### config.mk
export PLATFORM = sky130hd
export DESIGN_NAME = power_mode_wake_control
export DESIGN_NICKNAME = d
export VERILOG_FILES = /design/src/core/power_mode_pkg.sv /design/src/core/power_mode_wake_control.sv
export SDC_FILE = /design/constraint.sdc
export NUM_CORES = 1
export LEC_CHECK = 0
export ABC_AREA = 1
export BUFFER_PORTS_ARGS = -buffer_cell sky130_fd_sc_hd__buf_2
export CORE_UTILIZATION = 45
export CTS_BUF_LIST = sky130_fd_sc_hd__clkbuf_8 sky130_fd_sc_hd__clkbuf_16
export DETAILED_ROUTE_END_ITERATION = 12
export PLACE_DENSITY = 0.78
export SLEW_MARGIN = 10
export SYNTH_ARGS = -nofsm -noshare
export SYNTH_HDL_FRONTEND = slang
export SYNTH_SLANG_ARGS = --single-unit
export TNS_END_PERCENT = 100
### constraint.sdc
create_clock -name pclk -period 1.4 [get_ports pclk]
set_clock_uncertainty 0.05 [all_clocks]
set_input_delay 0.14 -clock pclk [delete_from_list [all_inputs] [get_ports pclk]]
set_output_delay 0.14 -clock pclk [all_outputs]
set_load 0.05 [all_outputs]
### src/core/power_mode_pkg.sv
// Constants, types and register map of the power-mode and wake controller
package power_mode_pkg;

  // APB register byte offsets
  localparam logic [7:0] CLOCK_MODE_OFF  = 8'h00;
  localparam logic [7:0] CTRL_OFF        = 8'h04;
  localparam logic [7:0] STATUS_OFF      = 8'h08;
  localparam logic [7:0] WAKE_MASK_OFF   = 8'h0C;

  // Field positions in clock_mode_register
  localparam int CM_HS_BIT    = 0;
  localparam int CM_IDLE_BIT  = 1;
  localparam int CM_FRDY_BIT  = 2;
  localparam int CM_DIV_LSB   = 5;
  // Field positions in control and status registers
  localparam int CTRL_KEEP_BIT = 7;
  localparam int ST_TO_BIT     = 0;
  localparam int ST_PDF_BIT    = 1;
  localparam int ST_MODE_LSB   = 4;

  // Values after reset
  localparam logic [2:0] DIVIDER_RESET     = 3'h6;
  localparam logic       HS_SELECT_RESET   = 1'b0;
  localparam logic       IDLE_ENABLE_RESET = 1'b1;
  localparam logic       IDLE_KEEP_RESET   = 1'b0;

  // Divider codes at or below this pick the sub clock while high-speed select is zero
  localparam logic [2:0] DIV_SUB_MAX = 3'h1;

  // Cycles from power-on or wake until the fast oscillator reads ready
  localparam logic [4:0] FAST_READY_CYCLES = 5'h10;

  // Power modes, one-hot
  typedef enum logic [3:0] {
    MODE_RUN       = 4'h1,
    MODE_SLEEP     = 4'h2,
    MODE_IDLE_STOP = 4'h4,
    MODE_IDLE_RUN  = 4'h8
  } power_mode_e;

  // Clock gating towards the clock tree
  typedef struct packed {
    logic       sys_clk_en;
    logic       time_base_clk_en;
    logic       sub_clk_en;
    logic       osc_en;
    logic       high_speed_path;
    logic [2:0] divider;
  } clock_ctrl_s;

  // One-cycle actions towards the core after a wake
  typedef struct packed {
    logic resume_next;
    logic irq_service;
    logic pc_sp_reset;
  } wake_action_s;

endpackage : power_mode_pkg

### src/core/power_mode_wake_control.sv
// Power-mode, halt entry and wake-up controller with APB register access
//
// How it works
// - High-speed select one, or divider code 010..111, selects the fast oscillator path.
// - Halt with idle enable zero enters deep sleep; nothing else does.
// - Deep sleep stops system and time base clocks; core held at halt.
// - Halt with idle enable one and clock keep zero enters idle-stop.
// - Idle-stop stops system clock, keeps time base and sub clocks running.
// - Halt with idle enable and clock keep both one enters idle-run.
// - Idle-run keeps system, time base and sub clocks; core held at halt.
// - Halted modes retain memory, registers and port states.
// - Halt clears the watchdog counter, which then counts on from zero.
// - Halt sets the power-down flag and clears the timeout flag.
// - Halted modes wake on port A falling edge, interrupt or watchdog overflow.
// - Watchdog overflow wake starts a watchdog reset and sets the timeout flag.
// - Power-down flag clears on power-up and clear-watchdog; halt sets it.
// - Watchdog wake resets only program counter and stack pointer.
// - Each port A pin has a wake mask bit; only enabled pins wake.
// - Port A wake resumes at the instruction after halt.
// - Disabled interrupt or full stack wake resumes after halt; request stays pending.
// - Enabled interrupt with stack room wakes into normal interrupt response.
// - Interrupt already requested at halt entry cannot wake that period.
// - Fast ready reads low in sleep and idle-stop, rises 16 cycles after wake.
// - Oscillator stops in idle-stop, keeps running in idle-run.
// - High-speed select zero with divider 000 or 001 selects the sub clock.
//
// The register addresses and the APB interface to the registers were decided locally.
`timescale 1ns/1ps
`default_nettype none

module power_mode_wake_control
  import power_mode_pkg::*;
#(
  parameter int PORT_A_W = 8,
  parameter int IRQ_W    = 8
) (
  // APB slave
  input  wire logic                pclk,
  input  wire logic                presetn,
  input  wire logic                psel,
  input  wire logic                penable,
  input  wire logic                pwrite,
  input  wire logic [7:0]          paddr,
  input  wire logic [31:0]         pwdata,
  output var  logic [31:0]         prdata,
  output var  logic                pready,
  output var  logic                pslverr,
  // Processor core
  input  wire logic                halt_exec,
  input  wire logic                clr_wdt_exec,
  input  wire logic                stack_full,
  output var  logic                cpu_hold,
  output var  logic                state_retain,
  output var  wake_action_s        wake_action,
  // Interrupt controller
  input  wire logic [IRQ_W-1:0]    irq_req,
  input  wire logic [IRQ_W-1:0]    irq_enable,
  // Watchdog counter
  input  wire logic                wdt_overflow,
  output var  logic                wdt_clear,
  // Port A pins, asynchronous
  input  wire logic [PORT_A_W-1:0] port_a,
  // Clock tree
  output var  clock_ctrl_s         clock_ctrl
);

  function automatic logic is_halted(input power_mode_e m);
    is_halted = (m != MODE_RUN);
  endfunction : is_halted

  function automatic logic fast_path(input logic hs, input logic [2:0] div);
    fast_path = hs || (div > DIV_SUB_MAX);
  endfunction : fast_path

  // Software-visible control
  logic                high_speed_select;
  logic [2:0]          divider_select;
  logic                idle_enable;
  logic                idle_clock_keep;
  logic [PORT_A_W-1:0] port_a_wake_mask;
  logic                powerdown_flag;
  logic                watchdog_timeout_flag;
  logic                fast_osc_ready;
  logic [4:0]          ready_count;

  power_mode_e         mode;
  power_mode_e         next_mode;
  logic [IRQ_W-1:0]    irq_blocked;

  // APB decode
  logic setup_phase;
  logic write_take;
  logic addr_hit;
  assign setup_phase = psel && !penable;
  assign write_take  = psel && penable && pready && pwrite;
  assign addr_hit    = (paddr == CLOCK_MODE_OFF) || (paddr == CTRL_OFF) ||
                       (paddr == STATUS_OFF) || (paddr == WAKE_MASK_OFF);

  // Port A synchroniser and falling-edge detect
  logic [PORT_A_W-1:0] pa_meta;
  logic [PORT_A_W-1:0] pa_sync;
  logic [PORT_A_W-1:0] pa_last;
  logic                pa_wake;

  // One synchroniser and edge detector per pin; history starts high like an idle pin
  for (genvar p = 0; p < PORT_A_W; p++) begin : g_pa
    always_ff @(posedge pclk or negedge presetn) begin
      if (!presetn) begin
        pa_meta[p] <= 1'b1;
        pa_sync[p] <= 1'b1;
      end else begin
        pa_meta[p] <= port_a[p];
        pa_sync[p] <= pa_meta[p];
      end
    end

    always_ff @(posedge pclk or negedge presetn) begin
      if (!presetn) begin
        pa_last[p] <= 1'b1;
      end else begin
        pa_last[p] <= pa_sync[p];
      end
    end
  end

  assign pa_wake = |(pa_last & ~pa_sync & port_a_wake_mask);

  // Wake decode
  logic             halt_take;
  logic [IRQ_W-1:0] irq_wake_set;
  logic             irq_wake;
  logic             wdt_wake;
  logic             any_wake;
  assign halt_take    = halt_exec && (mode == MODE_RUN);
  assign irq_wake_set = irq_req & ~irq_blocked;
  assign irq_wake     = |irq_wake_set;
  assign wdt_wake     = is_halted(mode) && wdt_overflow;
  assign any_wake     = is_halted(mode) && (wdt_overflow || irq_wake || pa_wake);

  // Mode selection; the idle bits are read only at the halt itself
  always_comb begin
    next_mode = mode;
    if (halt_take) begin
      if (!idle_enable) begin
        next_mode = MODE_SLEEP;
      end else if (!idle_clock_keep) begin
        next_mode = MODE_IDLE_STOP;
      end else begin
        next_mode = MODE_IDLE_RUN;
      end
    end else if (any_wake) begin
      next_mode = MODE_RUN;
    end
  end

  always_ff @(posedge pclk or negedge presetn) begin
    if (!presetn) begin
      mode <= MODE_RUN;
    end else begin
      case (mode)
        MODE_RUN, MODE_SLEEP, MODE_IDLE_STOP, MODE_IDLE_RUN: mode <= next_mode;
        default: mode <= MODE_RUN;
      endcase
    end
  end

  // Requests already raised at entry never count as wake sources
  always_ff @(posedge pclk or negedge presetn) begin
    if (!presetn) begin
      irq_blocked <= '0;
    end else if (halt_take) begin
      irq_blocked <= irq_req;
    end else if (!is_halted(mode)) begin
      irq_blocked <= '0;
    end
  end

  // Core hold follows the next mode, so the core stops in step with the clocks
  always_ff @(posedge pclk or negedge presetn) begin
    if (!presetn) begin
      cpu_hold <= 1'b0;
    end else begin
      cpu_hold <= is_halted(next_mode);
    end
  end

  // Retention request for memory, registers and port latches
  always_ff @(posedge pclk or negedge presetn) begin
    if (!presetn) begin
      state_retain <= 1'b0;
    end else begin
      state_retain <= is_halted(next_mode);
    end
  end

  // Watchdog clear, one pulse per halt taken
  always_ff @(posedge pclk or negedge presetn) begin
    if (!presetn) begin
      wdt_clear <= 1'b0;
    end else begin
      wdt_clear <= halt_take;
    end
  end

  // Wake actions; watchdog wins over interrupt, interrupt over port A
  always_ff @(posedge pclk or negedge presetn) begin
    if (!presetn) begin
      wake_action <= '0;
    end else begin
      wake_action <= '0;
      if (wdt_wake) begin
        wake_action.pc_sp_reset <= 1'b1;
      end else if (is_halted(mode) && irq_wake) begin
        if ((|(irq_wake_set & irq_enable)) && !stack_full) begin
          wake_action.irq_service <= 1'b1;
        end else begin
          wake_action.resume_next <= 1'b1;
        end
      end else if (is_halted(mode) && pa_wake) begin
        wake_action.resume_next <= 1'b1;
      end
    end
  end

  // Power-down flag; halt set wins over a same-cycle clear
  always_ff @(posedge pclk or negedge presetn) begin
    if (!presetn) begin
      powerdown_flag <= 1'b0;
    end else if (halt_take) begin
      powerdown_flag <= 1'b1;
    end else if (clr_wdt_exec) begin
      powerdown_flag <= 1'b0;
    end
  end

  // Timeout flag; an overflow set wins over the halt clear
  always_ff @(posedge pclk or negedge presetn) begin
    if (!presetn) begin
      watchdog_timeout_flag <= 1'b0;
    end else if (wdt_overflow) begin
      watchdog_timeout_flag <= 1'b1;
    end else if (halt_take) begin
      watchdog_timeout_flag <= 1'b0;
    end
  end

  // Fast oscillator settle count, restarted by sleep and idle-stop
  always_ff @(posedge pclk or negedge presetn) begin
    if (!presetn) begin
      ready_count <= '0;
    end else if (next_mode == MODE_SLEEP || next_mode == MODE_IDLE_STOP) begin
      ready_count <= '0;
    end else if (ready_count != FAST_READY_CYCLES) begin
      ready_count <= ready_count + 5'h01;
    end
  end

  // Ready drops at the stopping edge and rises as the count reaches its end
  always_ff @(posedge pclk or negedge presetn) begin
    if (!presetn) begin
      fast_osc_ready <= 1'b0;
    end else if (next_mode == MODE_SLEEP || next_mode == MODE_IDLE_STOP) begin
      fast_osc_ready <= 1'b0;
    end else if (ready_count != FAST_READY_CYCLES) begin
      fast_osc_ready <= (ready_count == FAST_READY_CYCLES - 5'h01);
    end
  end

  // Clock tree gating, registered so the tree sees no glitches
  always_ff @(posedge pclk or negedge presetn) begin
    if (!presetn) begin
      clock_ctrl.sys_clk_en       <= 1'b1;
      clock_ctrl.time_base_clk_en <= 1'b1;
      clock_ctrl.sub_clk_en       <= 1'b1;
      clock_ctrl.osc_en           <= 1'b0;
      clock_ctrl.high_speed_path  <= 1'b0;
      clock_ctrl.divider          <= DIVIDER_RESET;
    end else begin
      clock_ctrl.sys_clk_en       <= (next_mode == MODE_RUN) ||
                                     (next_mode == MODE_IDLE_RUN);
      clock_ctrl.time_base_clk_en <= (next_mode != MODE_SLEEP);
      clock_ctrl.sub_clk_en       <= 1'b1;
      clock_ctrl.osc_en           <= (next_mode == MODE_IDLE_RUN) ||
                                     ((next_mode == MODE_RUN) &&
                                      fast_path(high_speed_select, divider_select));
      clock_ctrl.high_speed_path  <= fast_path(high_speed_select, divider_select);
      clock_ctrl.divider          <= divider_select;
    end
  end

  // Clock mode fields, committed at the APB access edge
  always_ff @(posedge pclk or negedge presetn) begin
    if (!presetn) begin
      high_speed_select <= HS_SELECT_RESET;
      divider_select    <= DIVIDER_RESET;
      idle_enable       <= IDLE_ENABLE_RESET;
    end else if (write_take && paddr == CLOCK_MODE_OFF) begin
      high_speed_select <= pwdata[CM_HS_BIT];
      divider_select    <= pwdata[CM_DIV_LSB +: 3];
      idle_enable       <= pwdata[CM_IDLE_BIT];
    end
  end

  // Idle clock keep only matters at the halt itself
  always_ff @(posedge pclk or negedge presetn) begin
    if (!presetn) begin
      idle_clock_keep <= IDLE_KEEP_RESET;
    end else if (write_take && paddr == CTRL_OFF) begin
      idle_clock_keep <= pwdata[CTRL_KEEP_BIT];
    end
  end

  // Per-pin wake enables
  always_ff @(posedge pclk or negedge presetn) begin
    if (!presetn) begin
      port_a_wake_mask <= '0;
    end else if (write_take && paddr == WAKE_MASK_OFF) begin
      port_a_wake_mask <= pwdata[PORT_A_W-1:0];
    end
  end

  // One wait-free access cycle after every setup
  always_ff @(posedge pclk or negedge presetn) begin
    if (!presetn) begin
      pready <= 1'b0;
    end else begin
      pready <= setup_phase;
    end
  end

  // Error only for holes in the map; status writes are dropped without one
  always_ff @(posedge pclk or negedge presetn) begin
    if (!presetn) begin
      pslverr <= 1'b0;
    end else begin
      pslverr <= setup_phase && !addr_hit;
    end
  end

  // Read data loaded in the setup cycle, zero at every other time
  always_ff @(posedge pclk or negedge presetn) begin
    if (!presetn) begin
      prdata <= '0;
    end else begin
      prdata <= '0;
      if (setup_phase && !pwrite) begin
        case (paddr)
          CLOCK_MODE_OFF: begin
            prdata[CM_DIV_LSB +: 3] <= divider_select;
            prdata[CM_FRDY_BIT]     <= fast_osc_ready;
            prdata[CM_IDLE_BIT]     <= idle_enable;
            prdata[CM_HS_BIT]       <= high_speed_select;
          end
          CTRL_OFF: begin
            prdata[CTRL_KEEP_BIT] <= idle_clock_keep;
          end
          STATUS_OFF: begin
            prdata[ST_TO_BIT]       <= watchdog_timeout_flag;
            prdata[ST_PDF_BIT]      <= powerdown_flag;
            prdata[ST_MODE_LSB +: 4] <= mode;
          end
          WAKE_MASK_OFF: begin
            prdata[PORT_A_W-1:0] <= port_a_wake_mask;
          end
          default: begin
          end
        endcase
      end
    end
  end

endmodule : power_mode_wake_control

`default_nettype wire

Word-level counts from Yosys, hierarchy flattened
Cells that the tools add are included.
- bits in registers: 80
- bits of input ports: 73
- output and inout bits: 48
- add/subtract/negate cells: 1
- order comparisons: 1
- eq/ne operators: 17
- muxes and demuxes: 29
- bitwise logic cells: 6
- reductions and logical operators: 37
- operators by type and width (operator ; number):
    8-bit AND ; 4
    8-bit 2-to-1 mux ; 3
    8-bit OR reduction ; 3
    4-bit 2-to-1 mux ; 5
    8-bit by 4-bit equality test with 1-bit output, second input constant ; 2
    1-bit logical AND ; 16
    8-bit NOT ; 2
    1-bit 2-to-1 mux ; 13
    2-bit one-hot mux with 3 select lines ; 2
    5-bit 2-to-1 mux ; 2
    1-bit logical OR ; 9
    4-bit by 1-bit equality test with 1-bit output, second input constant ; 2
    4-bit by 2-bit equality test with 1-bit output, second input constant ; 2
    4-bit by 3-bit equality test with 1-bit output, second input constant ; 2
    4-bit equality test, second input constant ; 2
    8-bit by 3-bit equality test with 1-bit output, second input constant ; 1
    8-bit zero test ; 1
    4-bit by 1-bit inequality test with 1-bit output, second input constant ; 2
    2-bit nonzero test ; 3
    5-bit by 1-bit adder with 5-bit output, second input constant ; 1
    5-bit by 4-bit equality test with 1-bit output, second input constant ; 1
    5-bit inequality test, second input constant ; 1
    1-bit zero test ; 4
    4-bit by 2-bit inequality test with 1-bit output, second input constant ; 1
    6 further kinds ; 7

Depth between registers and ports, before layout
- depth after elaboration: 11
- depth in mapped cells: 11
- gate-level depth less buffers: 11

Least setup slack after synthesis
No wires, ideal clock.
- path type: reg2reg
- start: register pready
- end: register port_a_wake_mask[2]
- library setup time: 127 ps
- data arrival time: 1387 ps
- required time: 1223 ps
- setup slack: -164 ps
- cell stages (with the launch flop): 5
- clock period less this slack: 1564 ps
- path through: dfrtp_1 nand3_1 nor2_1 nand2_2 mux2_1
- cells in the longest elaborated chain, start to end: 3
- RTL lines (what ; line ; source):
    start, declared ; power_mode_wake_control.sv:46 ; output var logic pready,
    start signal, assigned ; power_mode_wake_control.sv:327 ; pready <= setup_phase;
    1-bit logical AND (2 in a row) ; power_mode_wake_control.sv:95 ; assign write_take = psel && penable && pready && pwrite;
    1-bit logical AND ; power_mode_wake_control.sv:317 ; end else if (write_take && paddr == WAKE_MASK_OFF) begin
    end signal, assigned ; power_mode_wake_control.sv:318 ; port_a_wake_mask <= pwdata[PORT_A_W-1:0];
    end, declared ; power_mode_wake_control.sv:80 ; logic [PORT_A_W-1:0] port_a_wake_mask;
No other way between the ends.
A chain may end at the register's enable or synchronous reset.

Worst setup path after layout
- start: register pa_sync[0]
- end: register ready_count[1]
- cells in the longest elaborated chain, start to end: 11
- RTL lines (what ; line ; source):
    start, declared ; power_mode_wake_control.sv:101 ; logic [PORT_A_W-1:0] pa_sync;
    start signal, assigned by index ; power_mode_wake_control.sv:113 ; pa_sync[p] <= pa_meta[p];
    8-bit NOT * ; power_mode_wake_control.sv:126 ; assign pa_wake = |(pa_last & ~pa_sync & port_a_wake_mask);
    8-bit AND * (2 in a row) ; power_mode_wake_control.sv:126 ;
    8-bit OR reduction * ; power_mode_wake_control.sv:126 ;
    1-bit logical OR * ; power_mode_wake_control.sv:138 ; assign any_wake = is_halted(mode) && (wdt_overflow || irq_wake || pa_wake);
    1-bit logical AND * ; power_mode_wake_control.sv:138 ;
    4-bit 2-to-1 mux * ; power_mode_wake_control.sv:151 ; end else if (any_wake) begin
    4-bit 2-to-1 mux * ; power_mode_wake_control.sv:143 ; if (halt_take) begin
    4-bit by 2-bit equality test with 1-bit output or 4-bit by 3-bit equality test with 1-bit output (tied branches) ; power_mode_wake_control.sv:251 ; end else if (next_mode == MODE_SLEEP || next_mode == MODE_IDLE_STOP) begin
    1-bit logical OR * ; power_mode_wake_control.sv:251 ;
    5-bit 2-to-1 mux or 2-bit nonzero test (tied branches) ; -- ;
    end signal, assigned ; power_mode_wake_control.sv:254 ; ready_count <= ready_count + 5'h01;
    end, declared ; power_mode_wake_control.sv:84 ; logic [4:0] ready_count;
Every way passes the cells marked *; elsewhere a longest branch is shown, timed or not.

==> results by group <==
Logic synthesis
  • Area contributors post-synth: dfrtp_1, dfstp_2, nand2_1
  • Synthesis-stage register bit count: 80
  • Synth warn: 0
  • Synth top area share: 34.8%
  • Seq/Total Area, Yosys: 59.2%
  • Number of synthesized flops with an enable pin: 0
  • Post-synth top flop: dfrtp_1
  • Syn_area_per_cell: 9.63 µm²
  • Mapped Cells: 358
  • Area leader, netlist: dfrtp_1
  • Mapped Area: 3450 µm²
  • Synth cell types: 34
  • Ys async rst share: 100%

Place
  • Final Wtd Congestion: 0.903
  • Cell Area, Placed: 4080 µm²
  • HPWL Detailed: 5150 µm
  • PortBufs: 71

Worst setup path
  • Worst path arrival time: 1.80 ns
  • CP Capture Type: flop
  • Crit-path max FO: 6
  • Critical path class: reg2reg
  • WP data required: 1.59 ns
  • Worst Setup Start Kind: flop

Floorplan
  • I/O pin count: 121
  • Height of the die: 89.5 µm
  • DIE AREA: 8020 µm²
  • Cell Rows: 31
  • Horiz. Die Dim: 89.5 µm
  • CORE AREA: 7330 µm²
  • Initial Util: 47.0%

Clock tree
  • CTS tree: done
  • Clk sinks: 80
  • Root buffer cell: clkbuf_8
  • Clk buf depth: 2
  • Number of CTS-inserted buffers: 9
  • Worst-path clk slew: 0.09 ns
  • Max H-tree Level: 3
  • Clk_lat worst skew: 0.36 ns

Flow run
  • Max-cap viol count: 0

Timing
  • Final Critical Period: 1.61 ns
  • Fin. max-slew vios: 0
  • RSZ-0062 raised after global routing: yes
  • Worst hold slack: 0.000341 ns
  • Final setup violation count: 15
  • Final setup TNS: -2.12 ns
  • Max Freq: 622 MHz
  • Min setup slack post-route: -0.207 ns
  • Fin crit share: 115%
  • Final hold viol count: 0

Route
  • Avg WL per Cell: 11.8 µm
  • Antenna viol nets, final: 0
  • Total number of vias: 2699
  • Drc violations: 0
  • Via/cell ratio: 4.45
  • TritonRoute pass-1 iters: 5
  • Routed wire length: 7150 µm
  • Iteration-0 DRC Markers: 127

Finish
  • Number of antenna diodes: 0
  • Fin nets: 578
  • Design Area, Final: 4680 µm²
  • Layout cells sized above 1: 41.4%
  • Synth-to-Final Area Change: 35.8%

GRT
  • GRT Util Overall: 19.0%
  • First-pass GRT wire length: 11200 µm
  • Initial antenna violation count: 0
  • Overflow after GRT: 0
  • Number of global-route vias before repair: 2553
  • Pin count of the biggest net entering global routing: 40

Hold path
  • Type of the tightest min-delay check: in2reg

Pwr
  • Static leakage: 2.50 nW
  • Peak supply drop: 0.732 mV
  • Power Density: 1420 nW/µm²

Run status
  • Failing checks: negative setup slack
  • Status: complete, but fails checks
[layout make-up]
| type | count | area [µm²] |
|---|---|---|
| Clock buffer | 9 | 124 |
| Clock inverter | 7 | 53.8 |
| Fill cell | 578 | 2650 |
| Inverter | 55 | 206 |
| Multi-Input combinational cell | 218 | 1190 |
| Sequential cell | 80 | 2040 |
| Tap cell | 99 | 124 |
| Timing Repair Buffer | 138 | 946 |
[what timing repair did]
| action | in CTS | in global routing |
|---|---|---|
| buffers inserted | 3 | 6 |
| hold buffers | 26 | 0 |
| setup endpoints to repair | 15 | 16 |
| gates resized for setup | 3 | 29 |
| pin swaps | 3 | 11 |
| hold endpoints to repair | 55 | 0 |
[final timing paths]
| check | cells after the start | start | slack (ns) | endpoint |
|---|---|---|---|---|
| min in group asynchronous | 2 | presetn | 0.18 | irq_blocked[0]$_DFFE_PN0P_ |
| min | 3 | irq_req[4] | 0.0003 | irq_blocked[4]$_DFFE_PN0P_ |
| max | 11 | pa_sync[0]$_DFF_PN1_ | -0.21 | ready_count[1]$_DFFE_PN0P_ |
| max in group asynchronous | 3 | presetn | 0.50 | clock_ctrl[7]$_DFF_PN1_ |
| max reg2reg | 11 | pa_sync[0]$_DFF_PN1_ | -0.21 | ready_count[1]$_DFFE_PN0P_ |
| min reg2reg | 0 | pa_meta[7]$_DFF_PN1_ | 0.31 | pa_sync[7]$_DFF_PN1_ |
[stage by stage]
step | util [%] | total power [mW] | setup slack [ns] | std cells
after global placement | 55.7 | 4.88 | -0.110 | 556
after detailed placement | 55.7 | 4.94 | -0.179 | 556
after global routing | 63.9 | 7.09 | -0.310 | 606
after CTS | 62.1 | 6.56 | -0.181 | 601
after floorplan | - | 4.28 | -0.0186 | 381
final | 63.9 | 6.68 | -0.207 | 606
[report_power, final]
| part | switching [mW] | internal [mW] |
|---|---|---|
| sequential | 0.132 | 2.69 |
| combinational | 1.45 | 0.853 |
| clock | 0.889 | 0.667 |
[cell families (layout without fill, tap and decap cells)]
kind of cell / count (synthesis) / count (layout) / synth area share (%)
simple gates: 144 / 144 / 19.3
buf+inv: 83 / 209 / 11.9
flops: 80 / 80 / 59.2
compound gates: 40 / 40 / 6.46
mux: 4 / 4 / 1.27
fa+ha+maj: 3 / 3 / 1.09
other cells: 2 / 25 / 0.218
xor+xnor: 2 / 2 / 0.508
[critical path, cell delays in order, from the launching register on]
cell	delay, ns
dfstp_2	0.55
inv_2	0.04
nand3_2	0.05
nand2_1	0.05
nor2_1	0.10
nand2_1	0.10
nand2_4	0.12
nand3_2	0.10
o21ai_2	0.07
nand2_2	0.09
nand2_4	0.13
nor2_2	0.05
[Yosys cell counts, types with 2 or more instances]
cell type and n:
mux2_1 3, xor2_1 2, o21ai_1 6, nor2_1 22, dfrtp_1 48, nor2_2 7, ha_1 3, inv_2 5
dfstp_2 32, nand4_1 3, conb_1 2, o211ai_1 2, buf_4 26, nand3_1 25, buf_2 2, nand2_1 72
a31oi_1 2, nand2_2 6, a21oi_1 6, nor3_1 2, inv_1 50, o21ai_0 19, nor2_4 2
[sequential cells by signal, indices dropped and copies added, names as in the netlist, 5 cells and up]
name              cells
ready_count           5
prdata                8
pa_last               8
clock_ctrl            7
irq_blocked           8
pa_meta               8
port_a_wake_mask      8
pa_sync               8
[metal layers]
layer / vias to the layer above / GRT usage [%] / part of all wire (%)
met4: 0 / 6.20 / 1.5
met5: - / 0 / 0
met1: 1244 / 21.4 / 43
li1: 1360 / - / -
met2: 82 / 35.0 / 51
met3: 13 / 4.80 / 4.9
[cells in the final DEF (no fill, tap or decap), types with 2 or more instances in the layout]
| cell | count |
|---|---|
| buf_2 | 70 |
| nand2_1 | 67 |
| dfrtp_1 | 47 |
| inv_1 | 46 |
| buf_4 | 39 |
| dfstp_2 | 32 |
| dlygate4sd3_1 | 26 |
| conb_1 | 25 |
| nor2_1 | 19 |
| o21ai_0 | 17 |
| nand3_1 | 16 |
| inv_2 | 10 |
| nand2_2 | 9 |
| nand3_2 | 9 |
| clkbuf_8 | 9 |
| nor2_2 | 7 |
| o21ai_1 | 6 |
| nor2_4 | 5 |
| a21oi_1 | 5 |
| nand4_1 | 3 |
| nand2_4 | 3 |
| mux2_1 | 3 |
| ha_1 | 3 |
| o211ai_1 | 2 |
| o21ai_2 | 2 |
| nor3_2 | 2 |
| a31oi_1 | 2 |
| xor2_1 | 2 |
| inv_4 | 2 |
| inv_6 | 2 |
| buf_6 | 2 |
No activity file was read; power rests on OpenSTA's default activity.
